## config.mk

```make
export PLATFORM = sky130hd
export DESIGN_NAME = quad_counter_irq_flags
export DESIGN_NICKNAME = d
export VERILOG_FILES = /design/src/logic/irq_flags_pkg.sv /design/src/logic/quad_counter_irq_flags.sv
export SDC_FILE = /design/constraint.sdc
export NUM_CORES = 1
export LEC_CHECK = 0
export BUFFER_PORTS_ARGS = -buffer_cell sky130_fd_sc_hd__buf_2
export CELL_PAD_IN_SITES_DETAIL_PLACEMENT = 1
export CELL_PAD_IN_SITES_GLOBAL_PLACEMENT = 2
export CORE_AREA = 2 2 88 90
export CTS_BUF_LIST = sky130_fd_sc_hd__clkbuf_2
export DETAILED_ROUTE_END_ITERATION = 6
export DIE_AREA = 0 0 90 92
export GPL_TIMING_DRIVEN = 0
export PLACE_DENSITY = 0.84
export REMOVE_ABC_BUFFERS = 1
export SYNTH_ARGS = -nofsm -noshare
export SYNTH_HDL_FRONTEND = slang
export SYNTH_SLANG_ARGS = --single-unit
```

## constraint.sdc

```tcl
create_clock -name core_clk -period 1 [get_ports core_clk]
set_input_delay 0.2 -clock core_clk [delete_from_list [all_inputs] [get_ports core_clk]]
set_output_delay 0.2 -clock core_clk [all_outputs]
set_load 0.01 [all_outputs]
```

## src/logic/irq_flags_pkg.sv

```systemverilog
package irq_flags_pkg;

    // Bit positions within the low interrupt control byte
    localparam int unsigned BIT_INDEX_FLAG = 7;
    localparam int unsigned BIT_OVER_FLAG = 6;
    localparam int unsigned BIT_UNDER_FLAG = 5;
    localparam int unsigned BIT_OUZ_EN = 4;
    localparam int unsigned BIT_SHARED_FLAG = 3;
    localparam int unsigned BIT_SHARED_EN = 2;
    localparam int unsigned BIT_POS_FLAG = 1;
    localparam int unsigned BIT_POS_EN = 0;

    // Reset value and flag mask of the byte
    localparam logic [7:0] FLAGS_RESET = 8'h00;
    localparam logic [7:0] FLAG_MASK = 8'hea;

    // Mode codes
    localparam logic [1:0] MODE_DISABLED = 2'h0;
    localparam logic [1:0] REV_MODE_TWO = 2'h2;

    // Inputs from the counting engine and its configuration
    typedef struct packed {
        logic [15:0] position_count_value;
        logic [15:0] revolution_count_value;
        logic [15:0] position_compare_value;
        logic [15:0] shared_compare_value;
        logic [15:0] max_position_value;
        logic [1:0] position_mode;
        logic [1:0] revolution_mode_field;
        logic compare_source_select;
        logic position_stop_bit;
        logic index_gate_select;
        logic count_up;
        logic count_down;
        logic index_clear;
        logic wr_position_count;
        logic wr_position_compare;
        logic wr_shared_compare;
    } counter_view_t;

    // Register port request
    typedef struct packed {
        logic wr;
        logic rd;
        logic rmw;
        logic [7:0] wdata;
    } reg_req_t;

    // Whole state of the block
    typedef struct packed {
        logic [7:0] flags;
        logic [7:0] rdata;
        logic [1:0] pmode_prev;
        logic [1:0] rmode_prev;
        logic sel_prev;
        logic wr_pc_d;
        logic wr_pcc_d;
        logic wr_sc_d;
    } flags_state_t;

endpackage

```

## src/logic/quad_counter_irq_flags.sv

```systemverilog
// The strobed register access was chosen for this implementation.
`timescale 1ns/1ps
`default_nettype none

module quad_counter_irq_flags
(
    input wire logic core_clk,
    input wire logic sys_rst,
    input wire logic clk_en,
    input wire irq_flags_pkg::counter_view_t cnt,
    input wire irq_flags_pkg::reg_req_t req,
    output logic [7:0] rdata,
    output logic irq_req
);
    import irq_flags_pkg::*;

    flags_state_t st_r;
    flags_state_t st_nxt;
    logic pos_shared_eq;
    logic rev_shared_eq;
    logic pos_cmp_eq;
    logic pos_counting;
    logic rev_on;
    logic set_index;
    logic set_over;
    logic set_under;
    logic set_shared;
    logic set_pos;
    logic [7:0] set_vec;

    // Mode test used for both mode fields
    function automatic logic mode_on(input logic [1:0] m);
        mode_on = (m != MODE_DISABLED);
    endfunction

    ////////////////////////////////////////////////////////////////////////
    // Comparators
    assign pos_shared_eq = (cnt.position_count_value == cnt.shared_compare_value);
    assign rev_shared_eq = (cnt.revolution_count_value == cnt.shared_compare_value);
    assign pos_cmp_eq = (cnt.position_count_value == cnt.position_compare_value);
    assign pos_counting = mode_on(cnt.position_mode);
    assign rev_on = mode_on(cnt.revolution_mode_field);

    ////////////////////////////////////////////////////////////////////////
    // Flag set events
    // index clear event
    // gate and mode two block it
    assign set_index = cnt.index_clear && !cnt.index_gate_select
        && (cnt.revolution_mode_field != REV_MODE_TWO);
    assign set_over = cnt.count_up && (cnt.position_count_value == cnt.max_position_value);
    assign set_under = cnt.count_down && (cnt.position_count_value == 16'h0000);

    // Write strobes are delayed one cycle so equality is judged on the new value
    always_comb
    begin
        set_shared = 1'b0;
        if (!cnt.compare_source_select)
        begin
            set_shared = pos_counting && pos_shared_eq;
            if (!mode_on(st_r.pmode_prev) && pos_counting && pos_shared_eq)
                set_shared = 1'b1;
            if (pos_counting && (st_r.wr_pc_d || st_r.wr_sc_d) && pos_shared_eq)
                set_shared = 1'b1;
            if (st_r.sel_prev && rev_on && pos_shared_eq)
                set_shared = 1'b1;
        end
        else
        begin
            set_shared = rev_on && rev_shared_eq;
            if (rev_on && st_r.wr_sc_d && rev_shared_eq)
                set_shared = 1'b1;
            if (!mode_on(st_r.rmode_prev) && rev_on && rev_shared_eq)
                set_shared = 1'b1;
            if (!st_r.sel_prev && rev_on && rev_shared_eq)
                set_shared = 1'b1;
        end
    end

    always_comb
    begin
        set_pos = pos_counting && pos_cmp_eq;
        // leaving mode 0, or count write while stopped
        if (pos_counting && pos_cmp_eq && (!mode_on(st_r.pmode_prev)
            || (st_r.wr_pc_d && cnt.position_stop_bit)))
            set_pos = 1'b1;
        if (pos_counting && st_r.wr_pcc_d && pos_cmp_eq)
            set_pos = 1'b1;
    end

    always_comb
    begin
        set_vec = 8'h00;
        set_vec[BIT_INDEX_FLAG] = set_index;
        set_vec[BIT_OVER_FLAG] = set_over;
        set_vec[BIT_UNDER_FLAG] = set_under;
        set_vec[BIT_SHARED_FLAG] = set_shared;
        set_vec[BIT_POS_FLAG] = set_pos;
    end

    ////////////////////////////////////////////////////////////////////////
    // Next state; set wins over a clearing write in the same cycle
    always_comb
    begin
        st_nxt = st_r;
        st_nxt.pmode_prev = cnt.position_mode;
        st_nxt.rmode_prev = cnt.revolution_mode_field;
        st_nxt.sel_prev = cnt.compare_source_select;
        st_nxt.wr_pc_d = cnt.wr_position_count;
        st_nxt.wr_pcc_d = cnt.wr_position_compare;
        st_nxt.wr_sc_d = cnt.wr_shared_compare;
        if (req.wr)
        begin
            // flags clear on 0 only, enables store
            st_nxt.flags = (st_r.flags & FLAG_MASK & req.wdata)
                | (req.wdata & ~FLAG_MASK);
        end
        st_nxt.flags = st_nxt.flags | set_vec;
        if (req.rd)
        begin
            st_nxt.rdata = req.rmw ? (st_r.flags | FLAG_MASK) : st_r.flags;
        end
    end

    // Clock enable freezes everything
    always_ff @(posedge core_clk or posedge sys_rst)
    begin
        if (sys_rst)
            st_r <= '0;
        else if (clk_en)
            st_r <= st_nxt;
    end

    assign rdata = st_r.rdata;

    ////////////////////////////////////////////////////////////////////////
    // Interrupt request
    // enabled groups
    assign irq_req = (st_r.flags[BIT_OUZ_EN] && (st_r.flags[BIT_INDEX_FLAG]
            || st_r.flags[BIT_OVER_FLAG] || st_r.flags[BIT_UNDER_FLAG]))
        || (st_r.flags[BIT_SHARED_EN] && st_r.flags[BIT_SHARED_FLAG])
        || (st_r.flags[BIT_POS_EN] && st_r.flags[BIT_POS_FLAG]);
endmodule

`default_nettype wire

```

==> impl_summary.log, run 1 <==
INFO  metric timing.hold.worst.class = input port to register
INFO  metric cts.reportedPaths.clkPinSlew = 0.15 ns
INFO  metric slew_viol_final = 0
INFO  metric syn2layout_area_growth = 48.2%
INFO  metric ioPinCount = 116
INFO  metric synth_cell_types = 24
INFO  metric total_die_area = 8280 um^2
INFO  metric post-layout-total-power = 1.95 mW
INFO  metric drt_iter0_drc = 27
INFO  metric overall_fraction_of_global_route_tracks_in_use = 0.135
INFO  metric mean_number_of_vias_per_cell = 4.26
INFO  metric vias = 1,605
INFO  metric core-area = 7450 um^2
INFO  metric overflow = 0
INFO  metric post_route_fraction_of_the_period_consumed_by_the_critical_path = 1.34
INFO  metric rsz0062_at_grt = yes
INFO  metric dpl-instance-area = 2120 um^2
INFO  metric grt_start_max_net_pins = 18
INFO  metric cts-buffers-inserted = 3
INFO  metric route.detailed.drc = 0
INFO  metric worst_slew_margin_rel = 0.729
INFO  metric ys_ff_latch = 17
INFO  metric run_status = finished, violations left
INFO  metric placed_cells_incl_taps = 367
INFO  metric detailed_place_hpwl = 4.88 mm
INFO  metric vdd_drop_max = 0.302 mV
INFO  metric detail_route.first_pass.iterations = 4
INFO  metric setup_total_negative_slack = -0.521 ns
INFO  metric route.final.wire_length = 5.54 mm
INFO  metric power.static_leakage = 1.03 nW
INFO  metric rows = 32
INFO  metric postLayoutSetupSlackWorst = -0.340 ns
INFO  metric yosysSeqAreaShare = 0.282
INFO  metric max-cap-violations = 0
INFO  metric worst_slew_pin_slew = 0.406 ns
INFO  metric route.layer.met1.wl = 2.34 mm
INFO  metric grt_pass1_wl = 8.89 mm
INFO  metric worstSetupEndpointType = output port
INFO  metric power_per_cell_area = 876 nW/um^2
INFO  metric setup.worst_path.class = register to output port
INFO  metric floorplan.die.height = 92 um
INFO  metric final.setup_skew = 0.00248 ns
INFO  metric synth_warnings = 0
INFO  metric cp.required = 0.80 ns
INFO  metric insertedDiodeCount = 0
INFO  metric final_layout_size_suffix_gt1_frac = 0.495
INFO  metric dp_slack = -0.347 ns
INFO  metric wl_met2 = 2.70 mm
INFO  metric syn_avg_cell_area = 9.19 um^2
INFO  metric placement.io_buffers = 111
INFO  metric start_kind = register
INFO  metric final_cell_area = 2230 um^2
INFO  metric setup-violations-final = 9
INFO  metric initial_standard_cell_utilization_of_the_core = 0.202
INFO  metric cp_max_fo = 2
INFO  metric antenna_left = 0
INFO  metric clk_path_buf_depth = 2
INFO  metric cp.arrival = 1.14 ns
INFO  metric stdcell_count = 377
INFO  metric wl_met3 = 470 um
INFO  metric hold_viol_final = 0
INFO  metric max_freq = 746 MHz
INFO  metric layout.nets = 383
INFO  metric clockRootBuffer = clkbuf_2
INFO  metric clkSinkCount = 17
INFO  metric cts_max_level = 1
INFO  metric syn-cell-area = 1510 um^2
INFO  metric fp.dieW = 90 um
INFO  metric violated_checks = negative setup slack
INFO  metric grt_pass1_vias = 1,800
INFO  metric routabilityCongestion = 0.805
INFO  metric antenna_found_initial = 0
INFO  metric wl_per_cell = 14.7 um
INFO  metric worst_skew_late_latency = 0.28 ns
INFO  metric cts_tree = done
INFO  metric highest_layer = met4
INFO  metric fin_crit = 1.34 ns
INFO  metric netlist_instances = 164
[path summary, 6_finish.rpt]
path / start / cells past startpoint / slack (ns) / endpoint
min: cnt[6] / 2 / 0.10 / st_r[23]
min reg2reg: rdata[7] / 2 / 0.49 / rdata[7]
max: st_r[21] / 3 / -0.34 / irq_req
min in group asynchronous: sys_rst / 3 / 0.42 / rdata[2]
max reg2reg: st_r[3] / 4 / 0.04 / st_r[19]
max in group asynchronous: sys_rst / 3 / 0.34 / st_r[22]
[through the flow]
step,hold slack [ns],utilization
6_report,0.105,0.300
5_1_grt,0.0857,0.300
4_1_cts,0.0808,0.292
3_5_place_dp,0.327,0.285
3_3_place_gp,0.320,0.285
2_1_floorplan,0.126,-
[worst max-delay path: stages, from the launching register on]
cell and delay (ns):
dfrtp_1 0.42, o31ai_2 0.23, nand2_1 0.07, buf_2 0.14
[registers in the layout, summed over array words and instances, names as in the netlist]
register / count
st_r: 9
rdata: 8
[report_power, final]
part | switching, mW | leakage (nW) | internal (mW) | total (mW)
clock | 0.199 | 0.0166 | 0.106 | 0.305
combinational | 0.390 | 0.806 | 0.438 | 0.828
sequential | 0.0502 | 0.212 | 0.771 | 0.822
[metal layers]
metal  track usage  vias up
met3        0.0288        4
met4        0.0231        0
li1              -      790
met5             0        -
met2         0.252       87
met1         0.162      724
[logic make-up (layout without fill, tap and decap cells)]
logic type | after synthesis | after routing | share of synthesized area
buffers and inverters | 11 | 122 | 0.0482
XOR/XNOR | 64 | 64 | 0.372
AO/OA/AOI/OAI | 19 | 19 | 0.0781
AND/OR/NAND/NOR | 46 | 46 | 0.167
multiplexers | 7 | 7 | 0.0523
flip-flops | 17 | 17 | 0.282
[layout make-up]
cell class              instances  area (um^2)
clock buffers                   4         20.0
fillers                       959         5220
inverters                       1         7.51
multi-input cells             136         1040
flip-flops and latches         17          425
well taps                     102          128
repair buffers                117          614
[cell usage in the layout, fill, tap and decap left out, types with 2 or more instances in the layout]
cell type	count
nand4_1	10
nand3_1	4
buf_4	7
dfrtp_1	17
nor4_1	9
xnor2_1	29
clkbuf_2	4
buf_2	108
nor2_1	7
nand2_1	8
nor3_1	2
nand3b_1	2
o21ai_0	13
xor2_1	34
mux2_2	7
[what timing repair did]
| item | CTS | global route |
|---|---|---|
| setup endpoints to repair | 11 | 28 |
| pin swaps | 5 | 3 |
| hold buffers | 1 | 0 |
| gates resized for setup | 4 | 7 |
| buffers inserted | 2 | 3 |
| endpoints found under the hold margin | 17 | 0 |
[Yosys cell counts]
master / n / share of area
nor4_2: 1 / 0.0083
nor2_1: 8 / 0.020
xnor2_1: 30 / 0.17
buf_4: 8 / 0.040
a22oi_1: 1 / 0.0050
nand2b_1: 1 / 0.0042
xor2_1: 34 / 0.20
o21ai_0: 14 / 0.047
inv_1: 1 / 0.0025
o41ai_2: 1 / 0.011
clkbuf_1: 1 / 0.0025
mux2_2: 7 / 0.052
nand3_1: 4 / 0.013
nor4b_1: 1 / 0.0058
o31ai_1: 1 / 0.0050
o2111ai_1: 1 / 0.0058
nor3_1: 2 / 0.0066
nand4_1: 10 / 0.042
buf_2: 1 / 0.0033
nand3b_1: 2 / 0.010
dfrtp_1: 17 / 0.28
nand2_1: 8 / 0.020
a211oi_1: 1 / 0.0050
nor4_1: 9 / 0.037
Power figures use the tool's default switching activity.
==> inputs of run 2 (changes only) <==
- RECOVER_POWER: default -> 50
==> impl_summary.log, run 2 (synthesized netlist as in run 1, its figures left out) <==
INFO  metric run_status = finished, violations left
INFO  metric violated_checks = negative setup slack
INFO  metric postLayoutSetupSlackWorst = -0.340 ns
INFO  metric rsz0062_at_grt = yes
INFO  metric max_freq = 746 MHz
INFO  metric cts-buffers-inserted = 3
INFO  metric ioPinCount = 116
INFO  metric drt_iter0_drc = 27
INFO  metric registers.top_by_ff_count = st_r
INFO  metric fin_crit = 1.34 ns
INFO  metric clockRootBuffer = clkbuf_2
INFO  metric setup_total_negative_slack = -0.521 ns
INFO  metric wl_per_cell = 14.7 um
INFO  metric dpl-instance-area = 2120 um^2
INFO  metric grt_pass1_vias = 1,800
INFO  metric start_kind = register
INFO  metric worstSetupEndpointType = output port
INFO  metric route.detailed.drc = 0
INFO  metric post_route_fraction_of_the_period_consumed_by_the_critical_path = 1.34
INFO  metric syn2layout_area_growth = 48.1%
INFO  metric rows = 32
INFO  metric worst_skew_late_latency = 0.28 ns
INFO  metric initial_standard_cell_utilization_of_the_core = 0.202
INFO  metric max-cap-violations = 0
INFO  metric mean_number_of_vias_per_cell = 4.26
INFO  metric overall_fraction_of_global_route_tracks_in_use = 0.135
INFO  metric cp.arrival = 1.14 ns
INFO  metric antenna_found_initial = 0
INFO  metric setup.worst_path.class = register to output port
INFO  metric grt_start_max_net_pins = 18
INFO  metric final_layout_size_suffix_gt1_frac = 0.491
INFO  metric cp_max_fo = 2
INFO  metric grt_pass1_wl = 8.89 mm
INFO  metric cts.reportedPaths.clkPinSlew = 0.15 ns
INFO  metric layout_commonest_cell = buf_2
INFO  metric hold_path_depth = 2
INFO  metric total_die_area = 8280 um^2
INFO  metric largest_register_ffs = 9
INFO  metric clk_path_buf_depth = 2
INFO  metric hold_slack = 0.105 ns
INFO  metric stdcell_count = 377
INFO  metric slew_viol_final = 0
INFO  metric layout.nets = 383
INFO  metric cts_max_level = 1
INFO  metric power_per_cell_area = 876 nW/um^2
INFO  metric route.final.wire_length = 5.54 mm
INFO  metric setup-violations-final = 9
INFO  metric timing.hold.worst.class = input port to register
INFO  metric routabilityCongestion = 0.805
INFO  metric worst_slew_pin_slew = 0.406 ns
INFO  metric clkSinkCount = 17
INFO  metric worst_slew_margin_rel = 0.729
INFO  metric core-area = 7450 um^2
INFO  metric detail_route.first_pass.iterations = 4
INFO  metric hold_viol_final = 0
INFO  metric vdd_drop_max = 0.302 mV
INFO  metric antenna_left = 0
INFO  metric final_util = 0.300
INFO  metric vias = 1,605
INFO  metric final_cell_area = 2230 um^2
INFO  metric floorplan.die.height = 92 um
INFO  metric layout.cells.most_common_list = buf_2 (107), xor2_1 (34), xnor2_1 (29), dfrtp_1 (17), o21ai_0 (13)
INFO  metric final.setup_skew = 0.00248 ns
INFO  metric power.static_leakage = 1.03 nW
INFO  metric cts_tree = done
INFO  metric placement.io_buffers = 111
INFO  metric detailed_place_hpwl = 4.88 mm
INFO  metric insertedDiodeCount = 0
INFO  metric cp.required = 0.80 ns
INFO  metric reg2reg_depth = 4
INFO  metric overflow = 0
INFO  metric placed_cells_incl_taps = 367
INFO  metric fp.dieW = 90 um
[run 2: cell count changes in the layout (fill, tap and decap cells not counted), sizes merged]
cell	previous run	this run
buf	116	115
clkbuf	4	5
[run 2: where the power goes]
group	total (mW)	switching, mW	internal [mW]
registers	0.822	0.0502	0.771
logic	0.827	0.390	0.438
clock network	0.305	0.199	0.106
total	1.95	0.639	1.32
[run 2: layer usage]
metal | share of wire | vias to the layer above | track usage
met2 | 0.49 | 87 | 0.252
met3 | 0.085 | 4 | 0.0288
met1 | 0.42 | 724 | 0.162
met5 | 0 | - | 0
li1 | - | 790 | -
met4 | 0.0060 | 0 | 0.0231
[run 2: area by class of cell]
class / instances / area (um^2)
Multi-Input combinational cell: 136 / 1040
Inverter: 1 / 7.51
Timing Repair Buffer: 117 / 613
Tap cell: 102 / 128
Clock buffer: 4 / 20.0
Sequential cell: 17 / 425
Fill cell: 960 / 5220
[run 2: timing repair]
item / in CTS / in global routing
gates resized for setup: 4 / 7
hold buffers: 1 / 0
setup endpoints to repair: 11 / 28
endpoints found under the hold margin: 17 / 0
pin swaps: 5 / 3
buffers inserted: 2 / 3
[run 2: worst paths after layout]
check | start | slack (ns) | end
min | cnt[6] | 0.10 | st_r[23]
max in group asynchronous | sys_rst | 0.35 | st_r[22]
min in group asynchronous | sys_rst | 0.42 | rdata[2]
max reg2reg | st_r[3] | 0.04 | st_r[19]
max | st_r[21] | -0.34 | irq_req
min reg2reg | rdata[7] | 0.49 | rdata[7]
[run 2: critical path, stage by stage, from the launching register on]
cell     delay, ns
dfrtp_1       0.42
o31ai_2       0.23
nand2_1       0.07
buf_2         0.14
[run 2: metrics by stage]
stage | worst slack [ns] | power, mW
3_3_place_gp | -0.347 | 1.60
5_1_grt | -0.418 | 2.11
6_report | -0.340 | 1.95
3_5_place_dp | -0.347 | 1.62
4_1_cts | -0.395 | 1.97
2_1_floorplan | -0.00239 | 1.19
==> inputs of run 3 (changes only) <==
- ABC_AREA: default -> 1
- CORE_AREA: 2 2 88 90 -> 2 2 98 100
- DIE_AREA: 0 0 90 92 -> 0 0 100 102
- PLACE_DENSITY: 0.84 -> 0.86
==> impl_summary.log, run 3 <==
INFO  metric detail_route.first_pass.iterations = 4
INFO  metric crit_slowest_cell = dfrtp_1
INFO  metric cp.arrival = 1.16 ns
INFO  metric violated_checks = negative setup slack
INFO  metric detailed_place_hpwl = 6.16 mm
INFO  metric registers.top_by_ff_count = st_r
INFO  metric run_status = finished, violations left
INFO  metric cts_tree = done
INFO  metric cts_max_level = 1
INFO  metric hold_viol_final = 0
INFO  metric antenna_left = 0
INFO  metric yosysTopAreaCell = nand2_1
INFO  metric timing.critical_path.max_delay_family = flip-flops
INFO  metric worstSetupEndpointType = output port
INFO  metric mean_number_of_vias_per_cell = 4.22
INFO  metric rsz0062_at_grt = yes
INFO  metric final_cell_area = 2520 um^2
INFO  metric dp_slack = -0.209 ns
INFO  metric power.static_leakage = 1.50 nW
INFO  metric yosysSeqAreaShare = 0.236
INFO  metric syn2layout_area_growth = 40.3%
INFO  metric antenna_found_initial = 0
INFO  metric timing.hold.worst.class = input port to register
INFO  metric hold_path_depth = 2
INFO  metric floorplan.die.height = 102 um
INFO  metric overflow = 0
INFO  metric route.final.wire_length = 6.98 mm
INFO  metric stdcell_count = 547
INFO  metric core-area = 9110 um^2
INFO  metric cp_max_fo = 2
INFO  metric ioPinCount = 116
INFO  metric crit_chain = nor3_2, o211ai_1, buf_2
INFO  metric overall_fraction_of_global_route_tracks_in_use = 0.133
INFO  metric timing.critical_path.depth = 3
INFO  metric drt_iter0_drc = 44
INFO  metric placement.io_buffers = 111
INFO  metric insertedDiodeCount = 0
INFO  metric post_route_fraction_of_the_period_consumed_by_the_critical_path = 1.36
INFO  metric fin_crit = 1.36 ns
INFO  metric ys_ff_latch = 17
INFO  metric clkSinkCount = 17
INFO  metric max_freq = 734 MHz
INFO  metric start_kind = register
INFO  metric vdd_drop_max = 0.285 mV
INFO  metric worst_skew_late_latency = 0.29 ns
INFO  metric synth_cell_types = 21
INFO  metric worst_slew_pin_slew = 0.436 ns
INFO  metric hold_slack = 0.0696 ns
INFO  metric synth_warnings = 0
INFO  metric dpl-instance-area = 2410 um^2
INFO  metric syn-cell-area = 1800 um^2
INFO  metric route.detailed.drc = 0
INFO  metric worst_slew_margin_rel = 0.709
INFO  metric total_die_area = 10,200 um^2
INFO  metric layout_commonest_cell = nand2_1
INFO  metric placed_cells_incl_taps = 533
INFO  metric ys_async_sr_fraction = 1.00
INFO  metric routabilityCongestion = 0.868
INFO  metric final_layout_size_suffix_gt1_frac = 0.307
INFO  metric synth.area.top_cells = nand2_1 (25%), dfrtp_1 (24%), inv_1 (9.6%)
INFO  metric final_util = 0.277
INFO  metric max-cap-violations = 0
INFO  metric layout.nets = 544
INFO  metric yosys_most_used_dff = dfrtp_1
INFO  metric reg2reg_depth = 8
INFO  metric largest_register_ffs = 9
INFO  metric clk_path_buf_depth = 2
INFO  metric synth-edff-count = 0
INFO  metric power_per_cell_area = 794 nW/um^2
INFO  metric clockRootBuffer = clkbuf_2
INFO  metric post-layout-total-power = 2.00 mW
INFO  metric cts.reportedPaths.clkPinSlew = 0.17 ns
INFO  metric critical_path_buffer_and_inverter_count = 1
INFO  metric fp.dieW = 100 um
INFO  metric postLayoutSetupSlackWorst = -0.362 ns
INFO  metric syn_avg_cell_area = 5.59 um^2
INFO  metric netlist_instances = 322
INFO  metric cpPeakStageDelay = 0.43 ns
INFO  metric synthTopCellsByCount = nand2_1 (121), inv_1 (46), nor2_1 (45)
INFO  metric setup.worst_path.class = register to output port
INFO  metric cts-buffers-inserted = 3
INFO  metric setup-violations-final = 10
INFO  metric yosysMostFrequentCell = nand2_1
INFO  metric final.setup_skew = 0.00810 ns
INFO  metric grt_start_max_net_pins = 18
INFO  metric vias = 2,306
INFO  metric layout.cells.most_common_list = nand2_1 (121), buf_2 (110), inv_1 (45), nor2_1 (44), o21ai_0 (20)
INFO  metric initial_standard_cell_utilization_of_the_core = 0.198
INFO  metric setup_total_negative_slack = -0.708 ns
INFO  metric rows = 35
INFO  metric grt_pass1_vias = 2,360
INFO  metric post-synth-top-area-fraction = 0.252
INFO  metric cp.required = 0.80 ns
INFO  metric slew_viol_final = 0
INFO  metric grt_pass1_wl = 10.9 mm
INFO  metric wl_per_cell = 12.8 um
## run 3: cell types whose count changed after synthesis, moves of 7 or more
cell / previous run / this run
inv_1: 1 / 46
mux2_2: 7 / 0
nand2_1: 8 / 121
nand3_1: 4 / 12
nor2_1: 8 / 45
nor4_1: 9 / 2
o21ai_0: 14 / 23
xnor2_1: 30 / 12
xor2_1: 34 / 4
## run 3: cell type report
| type | instances | area (um^2) |
|---|---|---|
| Clock buffer | 3 | 15.0 |
| Clock inverter | 1 | 5.00 |
| Fill cell | 1238 | 6590 |
| Inverter | 49 | 188 |
| Multi-Input combinational cell | 245 | 1120 |
| Sequential cell | 17 | 425 |
| Tap cell | 111 | 139 |
| Timing Repair Buffer | 121 | 632 |
## run 3: final timing paths
path,start,endpoint,slack (ns)
max in group asynchronous,sys_rst,st_r[19],0.36
setup / recovery,st_r[21],irq_req,-0.36
setup reg to reg,st_r[3],st_r[19],-0.05
hold reg to reg,rdata[2],rdata[2],0.51
hold / removal,cnt[6],st_r[23],0.07
min in group asynchronous,sys_rst,rdata[3],0.41
## run 3: worst register-to-register path, delay by kind of cell, from the launching register on
family | cells | cell delay, ns
compound gates | 1 | 0.11
buf+inv | 1 | 0.05
flops | 1 | 0.37
simple gates | 6 | 0.46
## run 3: report_power, final
| part | internal (mW) | switching (mW) | leakage [nW] | total [mW] |
|---|---|---|---|---|
| combinational | 0.417 | 0.487 | 1.27 | 0.904 |
| sequential | 0.759 | 0.0369 | 0.210 | 0.796 |
| clock | 0.0906 | 0.213 | 0.0164 | 0.303 |
## run 3: kinds of logic after synthesis
| logic type | Yosys count | share of synthesized area |
|---|---|---|
| AO/OA/AOI/OAI | 33 | 0.100 |
| XOR/XNOR | 16 | 0.0779 |
| buffers and inverters | 60 | 0.147 |
| flip-flops | 17 | 0.236 |
| AND/OR/NAND/NOR | 196 | 0.438 |
## run 3: what timing repair did
item / 4_1_cts / 5_1_grt
hold endpoints to repair: 17 / 0
pin swaps: 3 / 2
endpoints found under the setup margin: 10 / 27
resized for setup: 3 / 5
hold buffers: 1 / 0
setup buffers: 4 / 5
## run 3: layer usage
metal	global-route usage	share of wire	wire, um	vias up
met1	0.161	0.46	3180	1021
li1	-	-	-	1212
met5	0	0	0	-
met4	0.0232	0.0079	55	0
met3	0.0171	0.048	337	4
met2	0.256	0.49	3410	69
